<file path="src/bsram_pkg.sv">
// Shared constants, types and helpers of the burst SRAM port
`default_nettype none
package bsram_pkg;
    // ======================================================
    // Widths
    localparam int ADDR_W = 6;
    localparam int LANE_W = 9;
    localparam int DEF_DATA_W = 18;
    localparam int BURST_LEN = 4;
    localparam int WORD_W = 2;
    localparam int CNT_W = 4;
    localparam int SLOTS = 2;
    typedef logic [CNT_W-1:0] bsram_cnt_t;
    typedef logic [ADDR_W-1:0] bsram_addr_t;
    typedef logic [ADDR_W+WORD_W-1:0] bsram_idx_t;
    // ======================================================
    // Edge counts after the starting positive edge
    localparam bsram_cnt_t CNT_START = 4'h0;
    localparam bsram_cnt_t CNT_ONE = 4'h1;
    localparam bsram_cnt_t BURST_CNT = 4'h4;
    localparam bsram_cnt_t WR_FIRST_EDGE = 4'h2;
    localparam bsram_cnt_t RD_FIRST_EDGE = 4'h5;
    // ======================================================
    // Controller clock generator states
    typedef enum logic [1:0] {
        HK_RISE = 2'b00,
        HK_FALL = 2'b01,
        HK_RESUME = 2'b10,
        HK_STOP = 2'b11
    } bsram_clk_state_t;
    // ======================================================
    // Helpers
    function automatic logic in_burst(input bsram_cnt_t cnt, input bsram_cnt_t first);
        return (cnt >= first) && (cnt < first + BURST_CNT);
    endfunction
    function automatic logic [WORD_W-1:0] burst_word(input bsram_cnt_t cnt,
                                                     input bsram_cnt_t first);
        bsram_cnt_t diff;
        diff = cnt - first;
        return diff[WORD_W-1:0];
    endfunction
    function automatic bsram_idx_t mem_index(input bsram_addr_t addr,
                                             input logic [WORD_W-1:0] word);
        return {addr, word};
    endfunction
endpackage
`default_nettype wire

</file>
<file path="src/bsram_if.sv">
// Pin bundle between the memory controller and the burst SRAM
`timescale 1ns/100ps
`default_nettype none
interface bsram_if #(parameter int DATA_W = bsram_pkg::DEF_DATA_W);
    localparam int BL = DATA_W / bsram_pkg::LANE_W;
    logic k;
    logic k_n;
    logic [bsram_pkg::ADDR_W-1:0] addr;
    logic read_port_select_n;
    logic write_port_select_n;
    logic [BL-1:0] byte_lane_write_n;
    logic [DATA_W-1:0] wdata;
    logic [DATA_W-1:0] rdata;
    logic rdata_oe_n;
    modport device (
        input k, k_n, addr, read_port_select_n, write_port_select_n,
        input byte_lane_write_n, wdata,
        output rdata, rdata_oe_n
    );
    modport host (
        output k, k_n, addr, read_port_select_n, write_port_select_n,
        output byte_lane_write_n, wdata,
        input rdata, rdata_oe_n
    );
endinterface
`default_nettype wire

</file>
<file path="src/bsram_device.sv">
// Burst SRAM device end: burst tracking, lane-masked array and read port
// Notes on behaviour
// - Write words at K,K# of t+1, t+2
// - Read words start 2.5 cycles after request
// - Latch start address, walk four ascending words
// - Data in and out on both clocks
// - Same-type request on next K ignored
// - Previous initiating select is don't-care next
// - Reset: ports deselected, read outputs off
// - Controller stops clocks high; state kept
// - Narrow: two selects gate two lanes
// - Wide: four selects gate four lanes
// - All selects high: word left unchanged
// - Byte mask taken per data word
// - Both selected from idle: read first, alternate
`timescale 1ns/100ps
`default_nettype none
module bsram_burst_track import bsram_pkg::*; #(
    parameter bsram_cnt_t FIRST = WR_FIRST_EDGE
) (
    // Clock and reset
    input wire logic clock_i,
    input wire logic reset_n_i,
    // Events
    input wire logic edge_i,
    input wire logic start_i,
    input wire bsram_addr_t addr_i,
    // Current beat
    output logic hit_o,
    output logic slot_o,
    output logic [WORD_W-1:0] word_o,
    output bsram_addr_t addr_o,
    output logic start_slot_o
);
    localparam bsram_cnt_t LAST = FIRST + BURST_CNT - CNT_ONE;
    logic [SLOTS-1:0] act_reg;
    bsram_cnt_t cnt_reg [SLOTS];
    bsram_addr_t addr_reg [SLOTS];
    logic sel_reg;

    assign start_slot_o = sel_reg;

    // ======================================================
    // Slot counters, one burst in flight per slot
    always_ff @(posedge clock_i or negedge reset_n_i) begin
        if (!reset_n_i) begin
            act_reg <= '0;
            sel_reg <= 1'b0;
            cnt_reg <= '{default: CNT_START};
            addr_reg <= '{default: '0};
        end else if (edge_i) begin
            for (int s = 0; s < SLOTS; s++) begin
                if (act_reg[s]) begin
                    cnt_reg[s] <= cnt_reg[s] + CNT_ONE;
                    if (cnt_reg[s] + CNT_ONE == LAST) begin
                        act_reg[s] <= 1'b0;
                    end
                end
            end
            if (start_i) begin
                act_reg[sel_reg] <= 1'b1;
                cnt_reg[sel_reg] <= CNT_START;
                addr_reg[sel_reg] <= addr_i;
                sel_reg <= ~sel_reg;
            end
        end
    end

    // ======================================================
    // Beat of the edge being handled now
    always_comb begin
        hit_o = 1'b0;
        slot_o = 1'b0;
        word_o = '0;
        addr_o = '0;
        for (int s = 0; s < SLOTS; s++) begin
            if (act_reg[s] && in_burst(cnt_reg[s] + CNT_ONE, FIRST)) begin
                hit_o = edge_i;
                slot_o = 1'(s);
                word_o = burst_word(cnt_reg[s] + CNT_ONE, FIRST);
                addr_o = addr_reg[s];
            end
        end
    end
endmodule

`default_nettype wire

</file>
<file path="src/bsram_host.sv">
// Memory controller end: clock pair, command issue, write beats, read capture
`timescale 1ns/100ps
`default_nettype none
module bsram_host import bsram_pkg::*; #(
    parameter int DATA_W = DEF_DATA_W
) (
    // Clock and reset
    input wire logic clock_i,
    input wire logic reset_n_i,
    // Clock run control
    input wire logic run_i,
    // Requests
    input wire logic rd_req_i,
    input wire bsram_addr_t rd_addr_i,
    input wire logic wr_req_i,
    input wire bsram_addr_t wr_addr_i,
    input wire logic [BURST_LEN*DATA_W-1:0] wr_data_i,
    input wire logic [BURST_LEN*(DATA_W/LANE_W)-1:0] wr_lane_n_i,
    // Answers
    output logic rd_ack_o,
    output logic wr_ack_o,
    output logic rd_valid_o,
    output logic [BURST_LEN*DATA_W-1:0] rd_data_o,
    // Memory pins
    bsram_if.host mem_port
);
    localparam int BL = DATA_W / LANE_W;
    bsram_clk_state_t state_reg;
    bsram_clk_state_t state_next;
    logic k_reg;
    logic k_n_reg;
    logic rps_n_reg;
    logic wps_n_reg;
    bsram_addr_t addr_reg;
    logic [BL-1:0] lane_n_reg;
    logic [DATA_W-1:0] wdata_reg;
    logic last_rd_reg;
    logic last_wr_reg;
    logic rd_ack_reg;
    logic wr_ack_reg;
    logic [DATA_W-1:0] wbuf [SLOTS][BURST_LEN];
    logic [BL-1:0] wlane [SLOTS][BURST_LEN];
    logic [1:0] edge_d_reg;
    logic [WORD_W-1:0] rd_cnt_reg;
    logic [BURST_LEN*DATA_W-1:0] rbuf_reg;
    logic rd_valid_reg;
    logic [BURST_LEN*DATA_W-1:0] rd_data_reg;
    logic edge_now;
    logic pos_now;
    logic issue_rd;
    logic issue_wr;
    logic wr_hit;
    logic wr_slot;
    logic [WORD_W-1:0] wr_word;
    logic start_slot;

    // ======================================================
    // Clock pair; a stop parks both lines high
    always_comb begin
        state_next = state_reg;
        unique case (state_reg)
            HK_RISE: state_next = run_i ? HK_FALL : HK_STOP;
            HK_FALL: state_next = HK_RISE;
            HK_RESUME: state_next = HK_RISE;
            HK_STOP: state_next = run_i ? HK_RESUME : HK_STOP;
        endcase
    end
    assign edge_now = (state_reg != HK_STOP);
    assign pos_now = (state_next == HK_RISE);

    always_ff @(posedge clock_i or negedge reset_n_i) begin
        if (!reset_n_i) begin
            state_reg <= HK_STOP;
            k_reg <= 1'b1;
            k_n_reg <= 1'b1;
        end else begin
            state_reg <= state_next;
            k_reg <= (state_next == HK_RISE) || (state_next == HK_STOP);
            k_n_reg <= (state_next != HK_RISE);
        end
    end

    // ======================================================
    // Command issue, never the same type on adjacent K rises
    assign issue_rd = pos_now & rd_req_i & ~last_rd_reg;
    assign issue_wr = pos_now & wr_req_i & ~last_wr_reg & ~issue_rd;

    always_ff @(posedge clock_i or negedge reset_n_i) begin
        if (!reset_n_i) begin
            rps_n_reg <= 1'b1;
            wps_n_reg <= 1'b1;
            addr_reg <= '0;
            last_rd_reg <= 1'b0;
            last_wr_reg <= 1'b0;
            rd_ack_reg <= 1'b0;
            wr_ack_reg <= 1'b0;
        end else begin
            rd_ack_reg <= issue_rd;
            wr_ack_reg <= issue_wr;
            if (pos_now) begin
                rps_n_reg <= ~issue_rd;
                wps_n_reg <= ~issue_wr;
                addr_reg <= issue_rd ? rd_addr_i : wr_addr_i;
                last_rd_reg <= issue_rd;
                last_wr_reg <= issue_wr;
            end else begin
                rps_n_reg <= 1'b1;
                wps_n_reg <= 1'b1;
            end
        end
    end

    // ======================================================
    // Write beats on the four edges after the next
    bsram_burst_track #(.FIRST(WR_FIRST_EDGE)) u_wr_track (
        .clock_i(clock_i),
        .reset_n_i(reset_n_i),
        .edge_i(edge_now),
        .start_i(issue_wr),
        .addr_i(wr_addr_i),
        .hit_o(wr_hit),
        .slot_o(wr_slot),
        .word_o(wr_word),
        .addr_o(),
        .start_slot_o(start_slot)
    );

    always_ff @(posedge clock_i) begin
        if (issue_wr) begin
            for (int w = 0; w < BURST_LEN; w++) begin
                wbuf[start_slot][w] <= wr_data_i[w*DATA_W +: DATA_W];
                wlane[start_slot][w] <= wr_lane_n_i[w*BL +: BL];
            end
        end
    end

    always_ff @(posedge clock_i or negedge reset_n_i) begin
        if (!reset_n_i) begin
            wdata_reg <= '0;
            lane_n_reg <= '1;
        end else if (wr_hit) begin
            wdata_reg <= wbuf[wr_slot][wr_word];
            lane_n_reg <= wlane[wr_slot][wr_word];
        end else if (edge_now) begin
            lane_n_reg <= '1;
        end
    end

    // ======================================================
    // Read capture, two clocks after each created edge
    always_ff @(posedge clock_i or negedge reset_n_i) begin
        if (!reset_n_i) begin
            edge_d_reg <= '0;
            rd_cnt_reg <= '0;
            rbuf_reg <= '0;
            rd_valid_reg <= 1'b0;
            rd_data_reg <= '0;
        end else begin
            edge_d_reg <= {edge_d_reg[0], edge_now};
            rd_valid_reg <= 1'b0;
            if (edge_d_reg[1] && !mem_port.rdata_oe_n) begin
                rbuf_reg[rd_cnt_reg*DATA_W +: DATA_W] <= mem_port.rdata;
                rd_cnt_reg <= rd_cnt_reg + WORD_W'(CNT_ONE);
                if (rd_cnt_reg == WORD_W'(BURST_LEN - 1)) begin
                    rd_valid_reg <= 1'b1;
                    rd_data_reg <= {mem_port.rdata, rbuf_reg[(BURST_LEN-1)*DATA_W-1:0]};
                end
            end
        end
    end

    assign mem_port.k = k_reg;
    assign mem_port.k_n = k_n_reg;
    assign mem_port.addr = addr_reg;
    assign mem_port.read_port_select_n = rps_n_reg;
    assign mem_port.write_port_select_n = wps_n_reg;
    assign mem_port.byte_lane_write_n = lane_n_reg;
    assign mem_port.wdata = wdata_reg;
    assign rd_ack_o = rd_ack_reg;
    assign wr_ack_o = wr_ack_reg;
    assign rd_valid_o = rd_valid_reg;
    assign rd_data_o = rd_data_reg;
endmodule
`default_nettype wire

</file>
<file path="src/flat_wrapper.sv">
// flat-port wrapper written by rule: the top's interface ports become plain ports
module bsram_host_flat import bsram_pkg::*;
#(
    parameter int DATA_W = DEF_DATA_W
)
  (clock_i, reset_n_i, run_i, rd_req_i, rd_addr_i, wr_req_i, wr_addr_i, wr_data_i, wr_lane_n_i, rd_ack_o, wr_ack_o, rd_valid_o, rd_data_o, mem_port_k, mem_port_k_n, mem_port_addr, mem_port_read_port_select_n, mem_port_write_port_select_n, mem_port_byte_lane_write_n, mem_port_wdata, mem_port_rdata, mem_port_rdata_oe_n);
  bsram_if #(.DATA_W(DATA_W)) mem_port_i ();
  input wire logic clock_i;
  input wire logic reset_n_i;
  input wire logic run_i;
  input wire logic rd_req_i;
  input wire bsram_addr_t rd_addr_i;
  input wire logic wr_req_i;
  input wire bsram_addr_t wr_addr_i;
  input wire logic [BURST_LEN*DATA_W-1:0] wr_data_i;
  input wire logic [BURST_LEN*(DATA_W/LANE_W)-1:0] wr_lane_n_i;
  output logic rd_ack_o;
  output logic wr_ack_o;
  output logic rd_valid_o;
  output logic [BURST_LEN*DATA_W-1:0] rd_data_o;
  output wire logic [$bits(mem_port_i.k)-1:0] mem_port_k;
  output wire logic [$bits(mem_port_i.k_n)-1:0] mem_port_k_n;
  output wire logic [$bits(mem_port_i.addr)-1:0] mem_port_addr;
  output wire logic [$bits(mem_port_i.read_port_select_n)-1:0] mem_port_read_port_select_n;
  output wire logic [$bits(mem_port_i.write_port_select_n)-1:0] mem_port_write_port_select_n;
  output wire logic [$bits(mem_port_i.byte_lane_write_n)-1:0] mem_port_byte_lane_write_n;
  output wire logic [$bits(mem_port_i.wdata)-1:0] mem_port_wdata;
  input wire logic [$bits(mem_port_i.rdata)-1:0] mem_port_rdata;
  input wire logic [$bits(mem_port_i.rdata_oe_n)-1:0] mem_port_rdata_oe_n;
  assign mem_port_k = mem_port_i.k;
  assign mem_port_k_n = mem_port_i.k_n;
  assign mem_port_addr = mem_port_i.addr;
  assign mem_port_read_port_select_n = mem_port_i.read_port_select_n;
  assign mem_port_write_port_select_n = mem_port_i.write_port_select_n;
  assign mem_port_byte_lane_write_n = mem_port_i.byte_lane_write_n;
  assign mem_port_wdata = mem_port_i.wdata;
  assign mem_port_i.rdata = mem_port_rdata;
  assign mem_port_i.rdata_oe_n = mem_port_rdata_oe_n;
  bsram_host #(.DATA_W(DATA_W)) u_core (.clock_i(clock_i), .reset_n_i(reset_n_i), .run_i(run_i), .rd_req_i(rd_req_i), .rd_addr_i(rd_addr_i), .wr_req_i(wr_req_i), .wr_addr_i(wr_addr_i), .wr_data_i(wr_data_i), .wr_lane_n_i(wr_lane_n_i), .rd_ack_o(rd_ack_o), .wr_ack_o(wr_ack_o), .rd_valid_o(rd_valid_o), .rd_data_o(rd_data_o), .mem_port(mem_port_i));
endmodule
</file>
<file path="config.mk">
export PLATFORM = sky130hd
export DESIGN_NAME = bsram_host_flat
export DESIGN_NICKNAME = d
export VERILOG_FILES = /design/src/bsram_pkg.sv /design/src/bsram_if.sv /design/src/bsram_device.sv /design/src/bsram_host.sv /design/src/flat_wrapper.sv
export SDC_FILE = /design/constraint.sdc
export NUM_CORES = 1
export LEC_CHECK = 0
export BUFFER_PORTS_ARGS = -buffer_cell sky130_fd_sc_hd__buf_2
export CORE_MARGIN = 5
export CORE_UTILIZATION = 25
export DETAILED_ROUTE_END_ITERATION = 10
export PLACE_DENSITY_LB_ADDON = 0.3
export SYNTH_ARGS = -nofsm -noshare
export SYNTH_HDL_FRONTEND = slang
export SYNTH_SLANG_ARGS = --single-unit
</file>
<file path="constraint.sdc">
create_clock -name clock_i -period 10.8 [get_ports clock_i]
set_input_delay 2.16 -clock clock_i [delete_from_list [all_inputs] [get_ports clock_i]]
set_output_delay 2.16 -clock clock_i [all_outputs]
set_load 0.01 [all_outputs]
</file>
==> results.py, run 1 <==
metrics = {
    "placed_design": {
        "dp_hpwl_mm": 26.8,
        "place_congestion": 0.876,
        "io_buffer_count": 220,
        "dp_cells": 1954,
        "place_area_um2": 15900,
    },
    "sta": {
        "fin_crit_sh_pct": 43.7,
        "setup_violations": 0,
        "skew_ns": 0.0134,
        "setup_tns_ns": 0,
        "slew_violations": 0,
        "max_slew_margin_pct": 25.7,
        "min_period_ns": 4.72,
        "clock.fmax_ghz": 0.212,
        "rsz0062_at_grt": "false",
        "worst_pin_slew_ns": 1.11,
        "finalHoldViolCount": 0,
    },
    "global_route": {
        "grt_usage_pct": 13.0,
        "antenna_found_initial": 10,
        "grt_overflow": 0,
        "grt_first_pass_wirelength_mm": 61.4,
        "grt_max_degree": 110,
        "grt_pass1_vias": 9816,
    },
    "finish": {
        "final_cell_count_no_fill": 2025,
        "fin_area_um2": 17200,
        "finish.utilization_pct": 31.0,
        "final_cell_mix": "219 x buf_2, 169 x dfrtp_1, 160 x edfxtp_1",
        "drive_gt1_share_pct": 32.7,
        "layout_commonest_cell": "buf_2",
        "nets": 1375,
        "syn_to_final_growth_pct": 22.4,
        "largest_register_ffs": 144,
    },
    "clock_tree": {
        "clkTransAtPathRegs_ns": 0.07,
        "cts_tree": "yes",
        "clockBufferDepth": 3,
        "cts_resized": 0,
        "cts_max_level": 2,
        "cts-root-buf": "clkbuf_16",
        "hold_buffers": 0,
        "clk_latency_ns": 0.56,
        "numCtsBuffers": 39,
        "post_cts_buffers": 0,
        "cts.sinks": 338,
    },
    "synth": {
        "synth_cells": 1045,
        "async_flop_share_pct": 52.7,
        "ys.flop_type": "dfrtp_1",
        "synth.avg_cell_area_um2": 13.4,
        "ys_types": 51,
        "syn-cell-area_um2": 14000,
        "yosys-top-cells-area": "edfxtp_1 34%, dfrtp_1 30%, mux2_2 8.2%",
        "yosys.area.top_type_share_pct": 34.2,
        "synth_seq_cells": 338,
        "synth_nets": 1173,
        "seq_area_frac_synth_pct": 66.0,
        "yosys_warnings": 0,
        "synth_top_area_cell": "edfxtp_1",
        "synth_edf_count": 160,
    },
    "route": {
        "postRouteAntennaNets": 0,
        "wl_mm": 40.3,
        "drtIter0Drc": 675,
        "vias_per_cell": 4.65,
        "wl_per_cell_um": 19.9,
        "firstDrtPassIters": 5,
        "remaining_drc_errors": 0,
        "vias": 9421,
    },
    "critical_path": {
        "timing.rr.start": "u_core.state_reg[0]",
        "path_class": "input pin to flop",
        "worstPathArrival_ns": 4.89,
        "crit_start": "run_i",
        "required_ns": 10.97,
        "crit_path_end_kind": "flop",
        "ff2ff_path_depth": 9,
        "start_kind": "input pin",
        "crit_fanout": 57,
        "crit_end": "u_core.wbuf[0][68]",
        "r2r_slack_ns": 6.59,
        "r2r-end": "u_core.wbuf[0][68]",
    },
    "power_and_ir_drop": {
        "switching_share_pct": 39.5,
        "power.share.sequential_pct": 35.8,
        "p_comb_share_pct": 40.4,
        "internal_power_uw": 3280,
        "p_switching_uw": 2140,
        "max-vdd-ir-drop_mv": 0.170,
        "p_leak_uw": 0.00697,
        "powerDensity_nw_per_um2": 315,
        "clock_power_share_pct": 23.7,
    },
    "floorplanning": {
        "ioPinCount": 221,
        "rows": 86,
        "die_h_um": 247,
        "die_area_um2": 61000,
        "start_util_pct": 25.3,
        "core_um2": 55400,
        "die_x_um": 247,
    },
    "outcome": {
        "status": "completed",
    },
    "worst_hold_path": {
        "hold_path.class": "flop to flop",
        "min_from": "u_core.edge_d_reg[0]",
    },
    "job": {
        "maxCapViolations": 0,
    },
}
per-stage QoR:
stage | hold slack [ns] | power [uW] | setup WS, ns
6_report | 0.348 | 5420 | 6.08
5_1_grt | 0.365 | 5770 | 5.85
4_1_cts | 0.353 | 5510 | 6.07
3_5_place_dp | 0.350 | 4180 | 5.50
3_3_place_gp | 0.342 | 4150 | 5.54
2_1_floorplan | 0.331 | 3320 | 4.00
Yosys cell counts, types with 9 or more instances:
cell type    n
ha_1        12
mux2_2     102
a32oi_1     22
nor2b_1     27
and3_1      10
clkbuf_1    60
a221o_1     18
dfrtp_1    170
a31oi_1     20
a2111oi_0   21
nand2_1     69
a22o_1       9
nor2_1      30
nand3_1     65
edfxtp_1   160
o21ai_0     80
mux2i_1     22
a21oi_1     24
inv_1       19
cell families (layout without fill, tap and decap cells):
logic type,Yosys count,after routing,synth area share [%]
muxes,128,128,10.3
AOI/OAI and AO/OA,237,237,11.5
xor gates and xnor gates,12,12,0.802
other,0,3,0
and+or+nand+nor,225,225,7.62
buffers and inverters,93,322,2.61
DFF,338,338,66.0
adders and majority gates,12,12,1.07
layout make-up:
class | instances | area [um2]
Fill cell | 5575 | 38200
Sequential cell | 338 | 9270
Multi-Input combinational cell | 614 | 4440
Timing Repair Buffer | 234 | 1210
Clock buffer | 53 | 1070
Tap cell | 748 | 936
Clock inverter | 15 | 173
Inverter | 20 | 75.1
Antenna cell | 3 | 7.51
per-layer routing:
layer	share of wire, %	track usage [%]
met5	0.20	0
met1	43	17.1
met2	46	20.7
met4	3.3	4.43
met3	7.4	3.79
worst min path at each step:
stage	slack, ns	end	cells past startpoint
2_1_floorplan	0.33	u_core.edge_d_reg[1]	0
3_3_place_gp	0.34	u_core.edge_d_reg[1]	0
3_5_place_dp	0.35	u_core.edge_d_reg[1]	0
4_1_cts	0.35	u_core.edge_d_reg[1]	0
5_1_grt	0.37	u_core.edge_d_reg[1]	0
6_report	0.35	u_core.edge_d_reg[1]	0
worst max-delay path, stage by stage:
cell     delay (ns)
buf_2          0.08
o21ai_0        0.12
inv_1          0.10
ha_1           0.45
nand2_1        0.10
or3_1          0.42
nor2_4         0.65
buf_4          0.73
power groups by stage:
stage          clock, uW  sequential, uW  combinational [uW]
4_1_cts             1340            1950                2220
5_1_grt             1390            1990                2390
3_5_place_dp           0            1960                2220
2_1_floorplan          0            1990                1330
6_report            1290            1940                2190
3_3_place_gp           0            1960                2200
Power figures use the tool's default switching activity.
==> run 2, diff against run 1 <==
clock period = 4.8 ns   (was 10.8 ns; I/O delays follow)
==> run 2 against run 1 <==
First-iteration DRC count rose by 26%. Core utilization rose by 0.27 points. Die area did not move. Largest cell class unchanged.
==> results.py, run 2 (same netlist as run 1, synthesis figures left out) <==
metrics = {
    "outcome": {
        "status": "completed",
    },
    "sta": {
        "setup_violations": 0,
        "setup_tns_ns": 0,
        "finalHoldViolCount": 0,
        "rsz0062_at_grt": "false",
        "clock.fmax_ghz": 0.282,
        "worst_pin_slew_ns": 1.30,
        "max_slew_margin_pct": 13.2,
        "skew_ns": 0.0157,
        "slew_violations": 0,
        "fin_crit_sh_pct": 73.8,
        "min_period_ns": 3.54,
    },
    "clock_tree": {
        "post_cts_buffers": 0,
        "cts_max_level": 2,
        "cts_tree": "yes",
        "clkTransAtPathRegs_ns": 0.06,
        "clk_latency_ns": 0.55,
        "cts_resized": 0,
        "cts-root-buf": "clkbuf_16",
        "hold_buffers": 0,
        "numCtsBuffers": 40,
        "clockBufferDepth": 3,
        "cts.sinks": 338,
    },
    "placed_design": {
        "place_area_um2": 16000,
        "dp_hpwl_mm": 27.7,
        "io_buffer_count": 220,
        "place_congestion": 0.856,
    },
    "floorplanning": {
        "start_util_pct": 25.3,
        "die_area_um2": 61000,
        "ioPinCount": 221,
        "die_x_um": 247,
        "rows": 86,
        "die_h_um": 247,
        "core_um2": 55400,
    },
    "critical_path": {
        "worstPathArrival_ns": 4.03,
        "crit_path_cell_trace": "and3_1 -> mux2i_2 -> o2111ai_2 -> a32oi_1 -> a221o_1",
        "path_class": "flop to flop",
        "ff2ff_path_depth": 5,
        "r2r_slack_ns": 1.26,
        "crit_fanout": 24,
        "cpPeakStageDelay_ns": 0.85,
        "timing.rr.start": "u_core.u_wr_track.cnt_reg[0]",
        "required_ns": 5.29,
        "crit_path_end_kind": "flop",
        "r2r-end": "u_core.mem_port.wdata[6]",
        "start_kind": "flop",
        "cp_slowest_cell": "mux2i_2",
    },
    "route": {
        "wl_per_cell_um": 20.1,
        "remaining_drc_errors": 0,
        "drtIter0Drc": 850,
        "firstDrtPassIters": 5,
        "vias": 9597,
        "wl_mm": 40.9,
        "vias_per_cell": 4.72,
        "postRouteAntennaNets": 0,
    },
    "global_route": {
        "grt_max_degree": 123,
        "grt_overflow": 0,
        "grt_first_pass_wirelength_mm": 61.8,
        "grt_pass1_vias": 9832,
        "grt_usage_pct": 13.1,
        "antenna_found_initial": 3,
    },
    "finish": {
        "nets": 1381,
        "fin_area_um2": 17300,
        "final_cell_mix": "219 x buf_2, 169 x dfrtp_1, 160 x edfxtp_1",
        "largest_register_ffs": 144,
        "drive_gt1_share_pct": 33.4,
        "syn_to_final_growth_pct": 23.5,
        "finish.utilization_pct": 31.3,
        "layout_commonest_cell": "buf_2",
    },
    "power_and_ir_drop": {
        "max-vdd-ir-drop_mv": 0.431,
        "power_uw": 12300,
        "p_leak_uw": 0.00704,
        "powerDensity_nw_per_um2": 708,
    },
    "worst_hold_path": {
        "min_path_cells": 0,
        "hold_path.class": "flop to flop",
        "hold_path_end": "u_core.edge_d_reg[1]",
        "min_from": "u_core.edge_d_reg[0]",
    },
    "job": {
        "maxCapViolations": 0,
    },
}
run 2: layout make-up:
class / count / area (um2)
fillers: 5581 / 38100
repair buffers: 239 / 1300
clock buffers: 57 / 1170
diodes: 2 / 5.00
inverters: 20 / 75.1
multi-input cells: 614 / 4450
clock inverters: 15 / 133
flip-flops and latches: 338 / 9270
well taps: 748 / 936
run 2: per-layer routing:
layer,GRT usage [%],part of all wire [%],vias to the layer above
li1,-,-,4367
met1,17.8,44,4806
met2,20.8,46,354
met3,2.97,7.2,70
met4,4.09,2.8,0
met5,0,0,-
run 2: how the worst max path moves through the flow:
stage	start	to	slack, ns	cells past startpoint
2_1_floorplan	u_core.state_reg[0]	u_core.wbuf[0][0]	0.50	9
3_3_place_gp	run_i	u_core.wbuf[1][6]	1.32	9
3_5_place_dp	run_i	u_core.wbuf[1][3]	1.24	9
4_1_cts	u_core.u_wr_track.cnt_reg[0]	u_core.mem_port.wdata[6]	1.38	5
5_1_grt	u_core.u_wr_track.cnt_reg[0]	u_core.mem_port.wdata[6]	1.10	5
6_report	u_core.u_wr_track.cnt_reg[0]	u_core.mem_port.wdata[6]	1.26	5
run 2: power by group:
part | leakage, uW | internal, uW | switching (uW)
Combinational | 0.00268 | 1740 | 3150
Clock | 0.000631 | 1760 | 1220
Sequential | 0.00373 | 3920 | 485
Total | 0.00704 | 7420 | 4850
run 2: worst max-delay path: cells and delay by family (launching register included):
kind             cells  cell delay, ns
flip-flops           1            0.64
AO/OA/AOI/OAI        3            1.65
multiplexers         1            0.85
AND/OR/NAND/NOR      1            0.32
run 2: through the flow:
stage	hold slack, ns	instances	worst slack, ns
global placement	0.343	1959	1.32
finish	0.350	2033	1.26
global route	0.359	2031	1.10
detailed placement	0.343	1959	1.24
CTS	0.351	2031	1.38
floorplan	0.331	1045	0.501
